--- config.mk ---
export PLATFORM = sky130hd
export DESIGN_NAME = uil_irq_logic
export DESIGN_NICKNAME = d
export VERILOG_FILES = /design/src/common/uil_pkg.sv /design/src/core/uil_irq_logic.sv /design/src/core/uil_sync2.sv /design/src/core/uil_wake_window.sv
export SDC_FILE = /design/constraint.sdc
export NUM_CORES = 1
export LEC_CHECK = 0
export BUFFER_PORTS_ARGS = -buffer_cell sky130_fd_sc_hd__buf_2
export CAP_MARGIN = 20
export CORE_MARGIN = 2
export CORE_UTILIZATION = 40
export CTS_CLUSTER_SIZE = 8
export DETAILED_ROUTE_END_ITERATION = 10
export PLACE_DENSITY = 0.57
export SYNTH_ARGS = -nofsm -noshare
export SYNTH_HDL_FRONTEND = slang
export SYNTH_SLANG_ARGS = --single-unit
--- constraint.sdc ---
create_clock -name mclk_i -period 2.8 [get_ports mclk_i]
set_clock_uncertainty 0.2 [all_clocks]
set_input_delay 0 -clock mclk_i [delete_from_list [all_inputs] [get_ports mclk_i]]
set_output_delay 0 -clock mclk_i [all_outputs]
set_load 0.01 [all_outputs]
--- src/common/uil_pkg.sv ---
package uil_pkg;

	// register addresses on the plain register port
	localparam logic [3:0] ADDR_STATUS_FLAGS  = 4'h0;
	localparam logic [3:0] ADDR_STATUS_ENABLE = 4'h1;
	localparam logic [3:0] ADDR_ERROR_FLAGS   = 4'h2;
	localparam logic [3:0] ADDR_ERROR_ENABLE  = 4'h3;
	localparam logic [3:0] ADDR_CONTROL       = 4'h4;

	// status flag / enable bit positions
	localparam int BIT_BUS_RESET   = 0;
	localparam int BIT_ERR_SUMMARY = 1;
	localparam int BIT_BUS_ACT     = 2;
	localparam int BIT_TRN_DONE    = 3;
	localparam int BIT_IDLE        = 4;
	localparam int BIT_STALL       = 5;
	localparam int BIT_SOF         = 6;

	// error flag bit positions
	localparam int EBIT_PID    = 0;
	localparam int EBIT_CRC5   = 1;
	localparam int EBIT_CRC16  = 2;
	localparam int EBIT_FIELD  = 3;
	localparam int EBIT_TURN   = 4;
	localparam int EBIT_STUFF  = 7;

	// control register bit position
	localparam int CBIT_SUSPEND = 0;

	// implemented bit masks; other bits read as zero
	localparam logic [7:0] STATUS_MASK = 8'h7f;
	localparam logic [7:0] ERROR_MASK  = 8'h9f;

	// values after reset
	localparam logic [7:0] RESET_BYTE = 8'h00;

	// timing
	localparam int CLK_FREQ_HZ       = 250_000_000;
	localparam int IDLE_TIME_US      = 3000;
	localparam int IDLE_CYCLES       = (CLK_FREQ_HZ / 1_000_000) * IDLE_TIME_US;
	localparam int WAKE_SYNC_CYCLES  = 4;

	typedef enum logic [1:0] {
		UIL_ACT_ARMED,
		UIL_ACT_RAISED,
		UIL_ACT_WAIT_IDLE
	} uil_act_e;

endpackage

--- src/core/uil_irq_logic.sv ---
// Decided for this implementation: the strobed register port and the register addresses.
`timescale 1ns/1ps
module uil_irq_logic
	import uil_pkg::*;
#(
	parameter int IDLE_CNT  = IDLE_CYCLES,
	parameter int WAKE_SYNC = WAKE_SYNC_CYCLES
) (
	input  wire logic       mclk_i,
	input  wire logic       nrst_i,
	input  wire logic [3:0] addr_i,
	input  wire logic [7:0] wdata_i,
	input  wire logic       wr_i,
	input  wire logic       rd_i,
	output logic      [7:0] rdata_o,
	input  wire logic       sof_evt_i,
	input  wire logic       stall_evt_i,
	input  wire logic       trn_done_evt_i,
	input  wire logic       bus_reset_evt_i,
	input  wire logic       bus_active_i,
	input  wire logic       stuff_err_i,
	input  wire logic       turn_timeout_i,
	input  wire logic       field_size_err_i,
	input  wire logic       data_crc_err_i,
	input  wire logic       token_crc_err_i,
	input  wire logic       pid_err_i,
	output logic            module_irq_request_o,
	output logic            suspend_ctrl_bit_o
);
	localparam int ICW = $clog2(IDLE_CNT + 1);

	logic          rst_meta_q;
	logic          rst_n_q;
	logic [7:0]    status_irq_enable_q;
	logic [7:0]    status_irq_flags_q;
	logic [7:0]    error_flag_status_q;
	logic [7:0]    error_irq_enable_q;
	logic          bus_active_s;
	logic [ICW-1:0] idle_cnt_q;
	logic          idle_hit;
	uil_act_e      act_state_q;
	logic          act_raise;
	logic          act_block;
	logic          error_summary_flag;
	logic [7:0]    err_set;
	logic [7:0]    stat_set;
	logic [7:0]    stat_view;
	logic          wr_stat;
	logic          wr_err;

	always_ff @(posedge mclk_i or negedge nrst_i) begin
		if (!nrst_i) begin
			rst_meta_q <= 1'b0;
			rst_n_q    <= 1'b0;
		end else begin
			rst_meta_q <= 1'b1;
			rst_n_q    <= rst_meta_q;
		end
	end

	// bus activity arrives from the line domain
	uil_sync2 #(.W(1)) u_act_sync (
		.mclk_i  (mclk_i),
		.rst_n_i (rst_n_q),
		.d_i     (bus_active_i),
		.q_o     (bus_active_s)
	);

	uil_wake_window #(.CYCLES(WAKE_SYNC)) u_wake (
		.mclk_i    (mclk_i),
		.rst_n_i   (rst_n_q),
		.suspend_i (suspend_ctrl_bit_o),
		.block_o   (act_block)
	);

	assign wr_stat = wr_i && (addr_i == ADDR_STATUS_FLAGS);
	assign wr_err  = wr_i && (addr_i == ADDR_ERROR_FLAGS);

	// idle timer: counts quiet cycles, fires once per idle period
	always_ff @(posedge mclk_i or negedge rst_n_q) begin
		if (!rst_n_q) begin
			idle_cnt_q <= '0;
		end else if (bus_active_s) begin
			idle_cnt_q <= '0;
		end else if (idle_cnt_q != ICW'(IDLE_CNT)) begin
			idle_cnt_q <= idle_cnt_q + ICW'(1);
		end
	end
	assign idle_hit = !bus_active_s && (idle_cnt_q == ICW'(IDLE_CNT - 1));

	// activity event arms only after an idle period
	always_ff @(posedge mclk_i or negedge rst_n_q) begin
		if (!rst_n_q) begin
			act_state_q <= UIL_ACT_WAIT_IDLE;
		end else begin
			case (act_state_q)
				UIL_ACT_ARMED: begin
					if (bus_active_s) begin
						act_state_q <= UIL_ACT_RAISED;
					end
				end
				UIL_ACT_RAISED: begin
					if (idle_hit) begin
						act_state_q <= UIL_ACT_ARMED;
					end else if (!status_irq_flags_q[BIT_BUS_ACT]) begin
						act_state_q <= UIL_ACT_WAIT_IDLE;
					end
				end
				default: begin
					if (idle_hit) begin
						act_state_q <= UIL_ACT_ARMED;
					end
				end
			endcase
		end
	end
	assign act_raise = (act_state_q == UIL_ACT_ARMED) && bus_active_s;

	always_comb begin
		stat_set = 8'h00;
		stat_set[BIT_SOF]       = sof_evt_i;
		stat_set[BIT_STALL]     = stall_evt_i;
		stat_set[BIT_IDLE]      = idle_hit;
		stat_set[BIT_TRN_DONE]  = trn_done_evt_i;
		stat_set[BIT_BUS_ACT]   = act_raise;
		stat_set[BIT_BUS_RESET] = bus_reset_evt_i;
	end

	// status flags: set wins over a firmware write; firmware may also set for debug
	always_ff @(posedge mclk_i or negedge rst_n_q) begin
		if (!rst_n_q) begin
			status_irq_flags_q <= RESET_BYTE;
		end else begin
			for (int i = 0; i < 8; i++) begin
				if (stat_set[i]) begin
					status_irq_flags_q[i] <= 1'b1;
				end else if (wr_stat && STATUS_MASK[i] && i != BIT_ERR_SUMMARY) begin
					if (i == BIT_BUS_ACT && act_block && !wdata_i[i]) begin
						status_irq_flags_q[i] <= status_irq_flags_q[i];
					end else begin
						status_irq_flags_q[i] <= wdata_i[i];
					end
				end
			end
			status_irq_flags_q[BIT_ERR_SUMMARY] <= 1'b0;
			status_irq_flags_q[7] <= 1'b0;
		end
	end

	always_comb begin
		err_set = 8'h00;
		err_set[EBIT_STUFF] = stuff_err_i;
		err_set[EBIT_TURN]  = turn_timeout_i;
		err_set[EBIT_FIELD] = field_size_err_i;
		err_set[EBIT_CRC16] = data_crc_err_i;
		err_set[EBIT_CRC5]  = token_crc_err_i;
		err_set[EBIT_PID]   = pid_err_i;
	end

	// error flags: set immediately, cleared only by writing zero
	always_ff @(posedge mclk_i or negedge rst_n_q) begin
		if (!rst_n_q) begin
			error_flag_status_q <= RESET_BYTE;
		end else if (wr_err) begin
			error_flag_status_q <= (err_set | (error_flag_status_q & wdata_i)) & ERROR_MASK;
		end else begin
			error_flag_status_q <= (err_set | error_flag_status_q) & ERROR_MASK;
		end
	end

	assign error_summary_flag = |(error_flag_status_q & error_irq_enable_q);

	always_ff @(posedge mclk_i or negedge rst_n_q) begin
		if (!rst_n_q) begin
			status_irq_enable_q <= RESET_BYTE;
			error_irq_enable_q  <= RESET_BYTE;
			suspend_ctrl_bit_o  <= 1'b0;
		end else if (wr_i) begin
			if (addr_i == ADDR_STATUS_ENABLE) begin
				status_irq_enable_q <= wdata_i & STATUS_MASK;
			end else if (addr_i == ADDR_ERROR_ENABLE) begin
				error_irq_enable_q <= wdata_i & ERROR_MASK;
			end else if (addr_i == ADDR_CONTROL) begin
				suspend_ctrl_bit_o <= wdata_i[CBIT_SUSPEND];
			end
		end
	end

	always_comb begin
		stat_view = status_irq_flags_q;
		stat_view[BIT_ERR_SUMMARY] = error_summary_flag;
	end

	// request is registered so the output comes straight from a flop
	always_ff @(posedge mclk_i or negedge rst_n_q) begin
		if (!rst_n_q) begin
			module_irq_request_o <= 1'b0;
		end else begin
			module_irq_request_o <= |(stat_view & status_irq_enable_q);
		end
	end

	always_ff @(posedge mclk_i or negedge rst_n_q) begin
		if (!rst_n_q) begin
			rdata_o <= 8'h00;
		end else if (rd_i) begin
			if (addr_i == ADDR_STATUS_FLAGS) begin
				rdata_o <= stat_view;
			end else if (addr_i == ADDR_STATUS_ENABLE) begin
				rdata_o <= status_irq_enable_q;
			end else if (addr_i == ADDR_ERROR_FLAGS) begin
				rdata_o <= error_flag_status_q;
			end else if (addr_i == ADDR_ERROR_ENABLE) begin
				rdata_o <= error_irq_enable_q;
			end else if (addr_i == ADDR_CONTROL) begin
				rdata_o <= {7'h00, suspend_ctrl_bit_o};
			end else begin
				rdata_o <= 8'h00;
			end
		end else begin
			rdata_o <= 8'h00;
		end
	end

	// every event must land even when a firmware write hits the same cycle
	a_err_sticky: assert property (@(posedge mclk_i) disable iff (!rst_n_q)
		$past(error_flag_status_q[EBIT_PID]) && !$past(wr_err) |-> error_flag_status_q[EBIT_PID])
		else $error("error flag dropped without write");
	a_err_clear_zero: assert property (@(posedge mclk_i) disable iff (!rst_n_q)
		wr_err && !wdata_i[EBIT_PID] && !pid_err_i |=> !error_flag_status_q[EBIT_PID])
		else $error("error flag not cleared by zero write");
	a_err_set_now: assert property (@(posedge mclk_i) disable iff (!rst_n_q)
		data_crc_err_i |=> error_flag_status_q[EBIT_CRC16])
		else $error("error flag not set at detection");
	a_err_set_pid: assert property (@(posedge mclk_i) disable iff (!rst_n_q)
		pid_err_i |=> error_flag_status_q[EBIT_PID])
		else $error("packet id error flag not set");
	a_err_set_token: assert property (@(posedge mclk_i) disable iff (!rst_n_q)
		token_crc_err_i |=> error_flag_status_q[EBIT_CRC5])
		else $error("token crc error flag not set");
	a_err_set_field: assert property (@(posedge mclk_i) disable iff (!rst_n_q)
		field_size_err_i |=> error_flag_status_q[EBIT_FIELD])
		else $error("field size error flag not set");
	a_err_set_turn: assert property (@(posedge mclk_i) disable iff (!rst_n_q)
		turn_timeout_i |=> error_flag_status_q[EBIT_TURN])
		else $error("turnaround error flag not set");
	a_err_set_stuff: assert property (@(posedge mclk_i) disable iff (!rst_n_q)
		stuff_err_i |=> error_flag_status_q[EBIT_STUFF])
		else $error("stuffing error flag not set");
	a_err_unimpl_zero: assert property (@(posedge mclk_i) disable iff (!rst_n_q)
		error_flag_status_q[6:5] == 2'b00)
		else $error("unimplemented error bits set");
	a_err_en_gap: assert property (@(posedge mclk_i) disable iff (!rst_n_q)
		error_irq_enable_q[6:5] == 2'b00)
		else $error("unimplemented error enable bits set");
	a_read_err_gap: assert property (@(posedge mclk_i) disable iff (!rst_n_q)
		$past(rd_i) && $past(addr_i) == ADDR_ERROR_FLAGS |-> rdata_o[6:5] == 2'b00)
		else $error("unimplemented error bits read back");
	a_act_clear_blocked: assert property (@(posedge mclk_i) disable iff (!rst_n_q)
		wr_stat && act_block && status_irq_flags_q[BIT_BUS_ACT] |=> status_irq_flags_q[BIT_BUS_ACT])
		else $error("activity flag cleared while blocked");
	a_act_clear_free: assert property (@(posedge mclk_i) disable iff (!rst_n_q)
		wr_stat && !act_block && !wdata_i[BIT_BUS_ACT] && !act_raise
		|=> !status_irq_flags_q[BIT_BUS_ACT])
		else $error("activity flag clear lost after sync");
	a_act_block_susp: assert property (@(posedge mclk_i) disable iff (!rst_n_q)
		suspend_ctrl_bit_o |-> act_block)
		else $error("activity clear open while suspended");
	a_act_block_wake: assert property (@(posedge mclk_i) disable iff (!rst_n_q)
		$fell(suspend_ctrl_bit_o) |-> act_block)
		else $error("activity clear open right after wake");
	a_act_once: assert property (@(posedge mclk_i) disable iff (!rst_n_q)
		act_state_q == UIL_ACT_WAIT_IDLE && !idle_hit |=> !act_raise)
		else $error("activity raised without idle");
	a_act_raise_once: assert property (@(posedge mclk_i) disable iff (!rst_n_q)
		act_raise |=> !act_raise)
		else $error("activity raised twice in a row");
	a_idle_set: assert property (@(posedge mclk_i) disable iff (!rst_n_q)
		idle_hit |=> status_irq_flags_q[BIT_IDLE])
		else $error("idle flag not set after idle period");
	a_idle_once: assert property (@(posedge mclk_i) disable iff (!rst_n_q)
		idle_hit |=> !idle_hit)
		else $error("idle detected twice in one period");
	a_irq_gate: assert property (@(posedge mclk_i) disable iff (!rst_n_q)
		status_irq_enable_q == 8'h00 |=> !module_irq_request_o)
		else $error("request with all enables off");
	a_irq_sof: assert property (@(posedge mclk_i) disable iff (!rst_n_q)
		status_irq_flags_q[BIT_SOF] && status_irq_enable_q[BIT_SOF] |=> module_irq_request_o)
		else $error("enabled frame flag gave no request");
	a_irq_summary: assert property (@(posedge mclk_i) disable iff (!rst_n_q)
		error_summary_flag && status_irq_enable_q[BIT_ERR_SUMMARY] |=> module_irq_request_o)
		else $error("enabled error summary gave no request");
	a_summary_or: assert property (@(posedge mclk_i) disable iff (!rst_n_q)
		stat_view[BIT_ERR_SUMMARY] == (
			(error_flag_status_q[EBIT_PID] && error_irq_enable_q[EBIT_PID]) ||
			(error_flag_status_q[EBIT_CRC5] && error_irq_enable_q[EBIT_CRC5]) ||
			(error_flag_status_q[EBIT_CRC16] && error_irq_enable_q[EBIT_CRC16]) ||
			(error_flag_status_q[EBIT_FIELD] && error_irq_enable_q[EBIT_FIELD]) ||
			(error_flag_status_q[EBIT_TURN] && error_irq_enable_q[EBIT_TURN]) ||
			(error_flag_status_q[EBIT_STUFF] && error_irq_enable_q[EBIT_STUFF])))
		else $error("summary mismatch");
	a_summary_ro: assert property (@(posedge mclk_i) disable iff (!rst_n_q)
		status_irq_flags_q[BIT_ERR_SUMMARY] == 1'b0)
		else $error("summary bit held a written value");
	a_read_summary: assert property (@(posedge mclk_i) disable iff (!rst_n_q)
		$past(rd_i) && $past(addr_i) == ADDR_STATUS_FLAGS
		|-> rdata_o[BIT_ERR_SUMMARY] == $past(error_summary_flag))
		else $error("summary read back wrong");
	a_stat_top_zero: assert property (@(posedge mclk_i) disable iff (!rst_n_q)
		status_irq_flags_q[7] == 1'b0 && status_irq_enable_q[7] == 1'b0)
		else $error("unimplemented status bit set");
	a_read_top_zero: assert property (@(posedge mclk_i) disable iff (!rst_n_q)
		$past(rd_i) && $past(addr_i) == ADDR_STATUS_FLAGS |-> !rdata_o[7])
		else $error("unimplemented status bit read back");
	a_flag_poll: assert property (@(posedge mclk_i) disable iff (!rst_n_q)
		sof_evt_i |=> status_irq_flags_q[BIT_SOF])
		else $error("flag not set while disabled");
	a_stat_set_stall: assert property (@(posedge mclk_i) disable iff (!rst_n_q)
		stall_evt_i |=> status_irq_flags_q[BIT_STALL])
		else $error("stall flag not set");
	a_stat_set_trn: assert property (@(posedge mclk_i) disable iff (!rst_n_q)
		trn_done_evt_i |=> status_irq_flags_q[BIT_TRN_DONE])
		else $error("transaction flag not set");
	a_stat_set_reset: assert property (@(posedge mclk_i) disable iff (!rst_n_q)
		bus_reset_evt_i |=> status_irq_flags_q[BIT_BUS_RESET])
		else $error("bus reset flag not set");
endmodule

--- src/core/uil_sync2.sv ---
`timescale 1ns/1ps
module uil_sync2 #(
	parameter int W = 1
) (
	input  wire logic         mclk_i,
	input  wire logic         rst_n_i,
	input  wire logic [W-1:0] d_i,
	output logic      [W-1:0] q_o
);
	logic [W-1:0] meta_q;

	always_ff @(posedge mclk_i or negedge rst_n_i) begin
		if (!rst_n_i) begin
			meta_q <= '0;
			q_o    <= '0;
		end else begin
			meta_q <= d_i;
			q_o    <= meta_q;
		end
	end
endmodule

--- src/core/uil_wake_window.sv ---
`timescale 1ns/1ps
module uil_wake_window #(
	parameter int CYCLES = 4
) (
	input  wire logic mclk_i,
	input  wire logic rst_n_i,
	input  wire logic suspend_i,
	output logic      block_o
);
	localparam int CW = $clog2(CYCLES + 1);
	logic [CW-1:0] cnt_q;

	// clears refused while suspended and until the counter runs out after wake
	always_ff @(posedge mclk_i or negedge rst_n_i) begin
		if (!rst_n_i) begin
			cnt_q <= '0;
		end else if (suspend_i) begin
			cnt_q <= CW'(CYCLES);
		end else if (cnt_q != '0) begin
			cnt_q <= cnt_q - CW'(1);
		end
	end

	assign block_o = suspend_i || (cnt_q != '0);
endmodule

# Yosys cells after proc, flatten, opt, wreduce, memory -nomap -nowiden
# Index checks and enable logic that the tools add are counted.
# word_totals
word_cells	94
input_bits	27
regBits	66
output_inout_bits	10
# op_classes
muxes	29
n_eq_ne	10
add_sub_neg	2
n_reduce_logical	27
bitwise_logic	7
# ops
op	count
$mux W8	6
$mux W20	2
$add A20 B1 Y20 const B	1
$eq A20 B20 Y1 const B	1
$ne A20 B20 Y1 const B	1
$and A8 B8 Y8	2
$or A8 B8 Y8	2
$reduce_bool A2 Y1	8
$reduce_or A8 Y1	2
$mux W1	14
$eq A4 B2 Y1 const B	2
$mux W2	4
$and A7 B7 Y7	1
$mux W3	2
$reduce_and A3 Y1	2
$reduce_bool A3 Y1	2
$logic_and A1 B1 Y1	5
$eq A4 B1 Y1 const B	1
$eq A4 B3 Y1 const B	1
$logic_not A4 Y1	1
$pmux W2 S2	1
$reduce_and A2 Y1	2
$reduce_and A4 Y1	1
$ne A3 B3 Y1 const B	1
8 further kinds	10

# Logic depth before layout (Yosys ltp)
# logic_depth
depth_word	7
mapped_depth	6
ltp_nobuf	6

# By module
# A second synthesis with hierarchy kept.
# hier_totals
hier_cells	280
hier_area_um2	3010.4
# by_module_without_submodules
module	cells_per_inst	n_inst	area_per_inst_um2	seq_area_each_um2
uil_irq_logic	261	1	2773.9	1477.7
uil_wake_window	17	1	186.4	75.1
uil_sync2	2	1	50.0	50.0

# Worst setup path after synthesis
# OpenSTA, ideal clock, no wires.
# synth_timing
path_kind	register -> register
startpoint	register idle_cnt_q[0]
endpoint	register idle_cnt_q[18]
stages_incl_launch_ff	6
arrival_time_ns	1.559
synth_period_minus_slack_ns	1.886
path_buffers	0
setup_ns	0.127
slack_ns	0.914
t_required_ns	2.473
cell_sequence	dfrtp_1 ha_1 nand4_2 nor4_2 nand3_1 mux2_1
# synth_between
elab_chain_len	3
elab_cells_between_ends	5
cone_classes	add/sub (1); eq/ne (1); mux (2); reduce/logical (1)
# synth_lines
element	line	rtl
from (decl)	uil_irq_logic.sv:39	logic [ICW-1:0] idle_cnt_q;
from (signal assigned)	uil_irq_logic.sv:86	idle_cnt_q <= idle_cnt_q + ICW'(1);
$add A20 B1 Y20	uil_irq_logic.sv:86	
$mux W20	uil_irq_logic.sv:85	end else if (idle_cnt_q != ICW'(IDLE_CNT)) begin
$mux W20	uil_irq_logic.sv:83	end else if (bus_active_s) begin
# Several ways; a longest one is shown, not always the timed one. The select of a mux whose other input is x is not followed.
# A chain may end at the register's enable or synchronous reset.

# Worst setup path in the final report
# layout_timing
startpoint	input addr_i[1]
endpoint	register error_flag_status_q[2]
# layout_between
elab_chain_len	3
# layout_lines
element	line	rtl
from (decl)	uil_irq_logic.sv:11	input wire logic [3:0] addr_i,
$eq A4 B2 Y1	uil_irq_logic.sv:77	assign wr_err = wr_i && (addr_i == ADDR_ERROR_FLAGS);
$logic_and A1 B1 Y1	uil_irq_logic.sv:77	
$mux W8	uil_irq_logic.sv:164	end else if (wr_err) begin
to (signal assigned)	uil_irq_logic.sv:165	error_flag_status_q <= (err_set | (error_flag_status_q & wdata_i)) & ERROR_MASK;
to (signal assigned)	uil_irq_logic.sv:167	error_flag_status_q <= (err_set | error_flag_status_q) & ERROR_MASK;
to (decl)	uil_irq_logic.sv:36	logic [7:0] error_flag_status_q;
# Every way passes these cells.

==> impl_metrics.ini <==
[yosys]
synthFlopType = dfrtp_1
synth_edf_count = 0
postSynthAreaPerCell_um2 = 10.84
netlist_area_mm2 = 0.003045
ys_seq_area_share_pct = 52.63
synth_top_area_share_pct = 51.77
synthCells = 281
netlist.top_cell.by_area = dfrtp_1
ys_async_sr_fraction_pct = 100.0
ys_seq_elements = 64
synth_cell_types = 44
synth_fp_nets = 312
synthTopCellsByArea = dfrtp_1 (52%), mux2_2 (4.8%), nor2_1 (4.2%), xnor2_1 (3.2%), nand2b_1 (2.7%)
yosys_warnings = 0

[placed_design]
gp_congestion = 0.7770
placed_cell_area_mm2 = 0.003344
portBuffers = 36
dp_hpwl_um = 4425

[sta]
relSlewSlack_pct = 58.77
setup_viol = 0
fin_crit_ns = 2.196
worst_slew_pin_slew_ns = 0.6185
post-route-period-util_pct = 78.42
drv_slew = 0
fmax_ghz = 0.4554
hold_viol = 0
rsz0062_at_grt = no
finalSetupTns_ns = 0

[power]
power.switching_uw = 595.7
p_int_mw = 1.545
comb_power_share_pct = 15.3
power_frac_clock_pct = 32.4
ir_worst_vdd_v = 0.0003610
cellLeakagePower_nw = 1.664
cellPowerDensity_mw_per_mm2 = 549.3
seq_power_share_pct = 52.3
switching_share_pct = 27.82

[clock_tree]
cts_buffers = 9
postCtsHoldBufs = 38
post_cts_resized = 0
cts_tree = yes
clk_path_buf_depth = 2
clk_pin_slew_ns = 0.07
insertion_delay_ns = 0.34
cts_max_level = 3
numClockSinks = 64
post_cts_buffers = 0
root_buffer = clkbuf_8

[global_routing]
grt-ovfl-total = 0
antenna_found_initial = 0
grt_max_degree = 37
grt_use_total_pct = 17.86
grt_pass1_vias = 2444
grt_first_pass_wirelength_um = 11810

[routing]
wl_um = 6546
drt_iter0_drc = 63
viasPerCell = 5.030
via_count = 2334
drc = 0
first_pass_iters = 4
ant_nets = 0
wl_per_cell_um = 14.11

[setup_path]
regToRegEndpoint = idle_cnt_q[18]$_DFFE_PN0P_
r2r_setup_slack_ns = 0.75
rr_worst_depth = 5
arrival_ns = 2.21
critPathCaptureType = flip-flop
critical_path_class = in -> reg
cp.required_ns = 2.82
start_kind = input pin
critPathMaxFanout = 14
r2r_start = idle_cnt_q[0]$_DFFE_PN0P_

[die]
die_area_mm2 = 0.008327
dieHeight_um = 91.26
ios = 37
coreArea_mm2 = 0.007331
die_x_um = 91.26
initial_core_util_pct = 41.54
rows = 31

[layout]
layout-area-overhead-vs-synth_pct = 27.98
fin_area_mm2 = 0.003897
final_nets = 391
drive_gt1_share_pct = 21.64
final_common_cell = dfrtp_1
diodes = 0
layout_common_cells = dfrtp_1 (62), dlygate4sd3_1 (38), buf_2 (36)
fillCellCount = 644

[run]
cap_violations = 0

[outcome]
status = finished clean

[min_path]
hold_class = reg -> async
routing by layer:
layer  GRT usage [%]  vias to the layer above  share of wire, %
li1                -                     1144                 -
met1           23.16                     1139                46
met2           29.14                       47                50
met3           5.477                        4               3.3
met4           4.672                        0              0.67
met5               0                        -                 0
cells by family after synthesis:
family,count (synthesis),share of synthesized area (%)
xor+xnor,14,4.026
simple gates,119,22.43
flops,64,52.63
mux,27,9.778
fa+ha+maj,4,1.643
other cells,1,0.1231
buf+inv,19,2.588
compound gates,33,6.779
critical path: stages:
cell           delay [ns]
dlygate4sd3_1        0.52
buf_2                0.27
nand3b_1             0.12
or3_1                0.43
o21ai_0              0.23
nand2b_1             0.08
dlygate4sd3_1        0.56
synth_stat cells (6+ instances only):
| library cell | n |
|---|---|
| nand2b_1 | 13 |
| o21ai_0 | 12 |
| inv_1 | 10 |
| nor3_1 | 6 |
| nand4_1 | 6 |
| mux2_2 | 13 |
| nand3b_1 | 6 |
| nor4_1 | 6 |
| mux2i_1 | 8 |
| xnor2_1 | 11 |
| nor2_1 | 34 |
| a22oi_1 | 6 |
| dfrtp_1 | 63 |
| nand2_1 | 14 |
| nand3_1 | 15 |
power groups by stage:
stage | clock (mW) | sequential [mW] | combinational, mW
final | 0.694 | 1.12 | 0.327
after global routing | 0.762 | 1.14 | 0.375
after CTS | 0.722 | 1.12 | 0.331
after detailed placement | 0 | 1.14 | 0.298
after global placement | 0 | 1.13 | 0.293
after floorplan | 0 | 1.12 | 0.207
registers in the layout, indices dropped and copies added, names as in the netlist:
name / cells
suspend_ctrl_bit_o: 1
idle_cnt_q: 20
u_wake.cnt_q: 3
rst_meta_q: 1
rdata_o: 8
status_irq_flags_q: 6
act_state_q: 2
error_irq_enable_q: 6
error_flag_status_q: 6
rst_n_q: 1
status_irq_enable_q: 7
u_act_sync.q_o: 1
module_irq_request_o: 1
u_act_sync.meta_q: 1
per-stage QoR:
step | cells | power (mW) | setup WS [ns] | util (%) | hold WS (ns)
6_report | 464 | 2.141 | 0.6043 | 53.17 | 0.08680
5_1_grt | 464 | 2.272 | 0.4352 | 53.17 | 0.1068
4_1_cts | 464 | 2.173 | 0.6567 | 53.17 | 0.08764
3_5_place_dp | 410 | 1.433 | 0.7541 | 45.62 | -0.4142
3_3_place_gp | 410 | 1.426 | 0.8249 | 45.62 | -0.4151
2_1_floorplan | 281 | 1.330 | 0.6878 | - | -0.4956
cell type report:
type	instances	area (um2)	area share (%)
clock buffers	10	137.6	3.531
multi-input cells	198	1364	34.99
repair buffers	77	595.6	15.28
flip-flops and latches	64	1604	41.16
well taps	99	123.9	3.178
clock inverters	6	35.03	0.8989
inverters	10	37.54	0.9631
how the worst max path moves through the flow:
| stage | start | to | slack [ns] | cells past startpoint |
|---|---|---|---|---|
| floorplan | rst_n_q$_DFF_PN0_ | act_state_q[0]$_DFFE_PN0P_ | 0.69 | 0 |
| global placement | idle_cnt_q[0]$_DFFE_PN0P_ | idle_cnt_q[18]$_DFFE_PN0P_ | 0.82 | 5 |
| detailed placement | idle_cnt_q[0]$_DFFE_PN0P_ | idle_cnt_q[18]$_DFFE_PN0P_ | 0.75 | 5 |
| CTS | addr_i[1] | error_flag_status_q[2]$_DFF_PN0_ | 0.66 | 7 |
| global route | addr_i[1] | error_flag_status_q[2]$_DFF_PN0_ | 0.44 | 7 |
| finish | addr_i[1] | error_flag_status_q[2]$_DFF_PN0_ | 0.60 | 7 |
No activity file was read; power rests on OpenSTA's default activity.
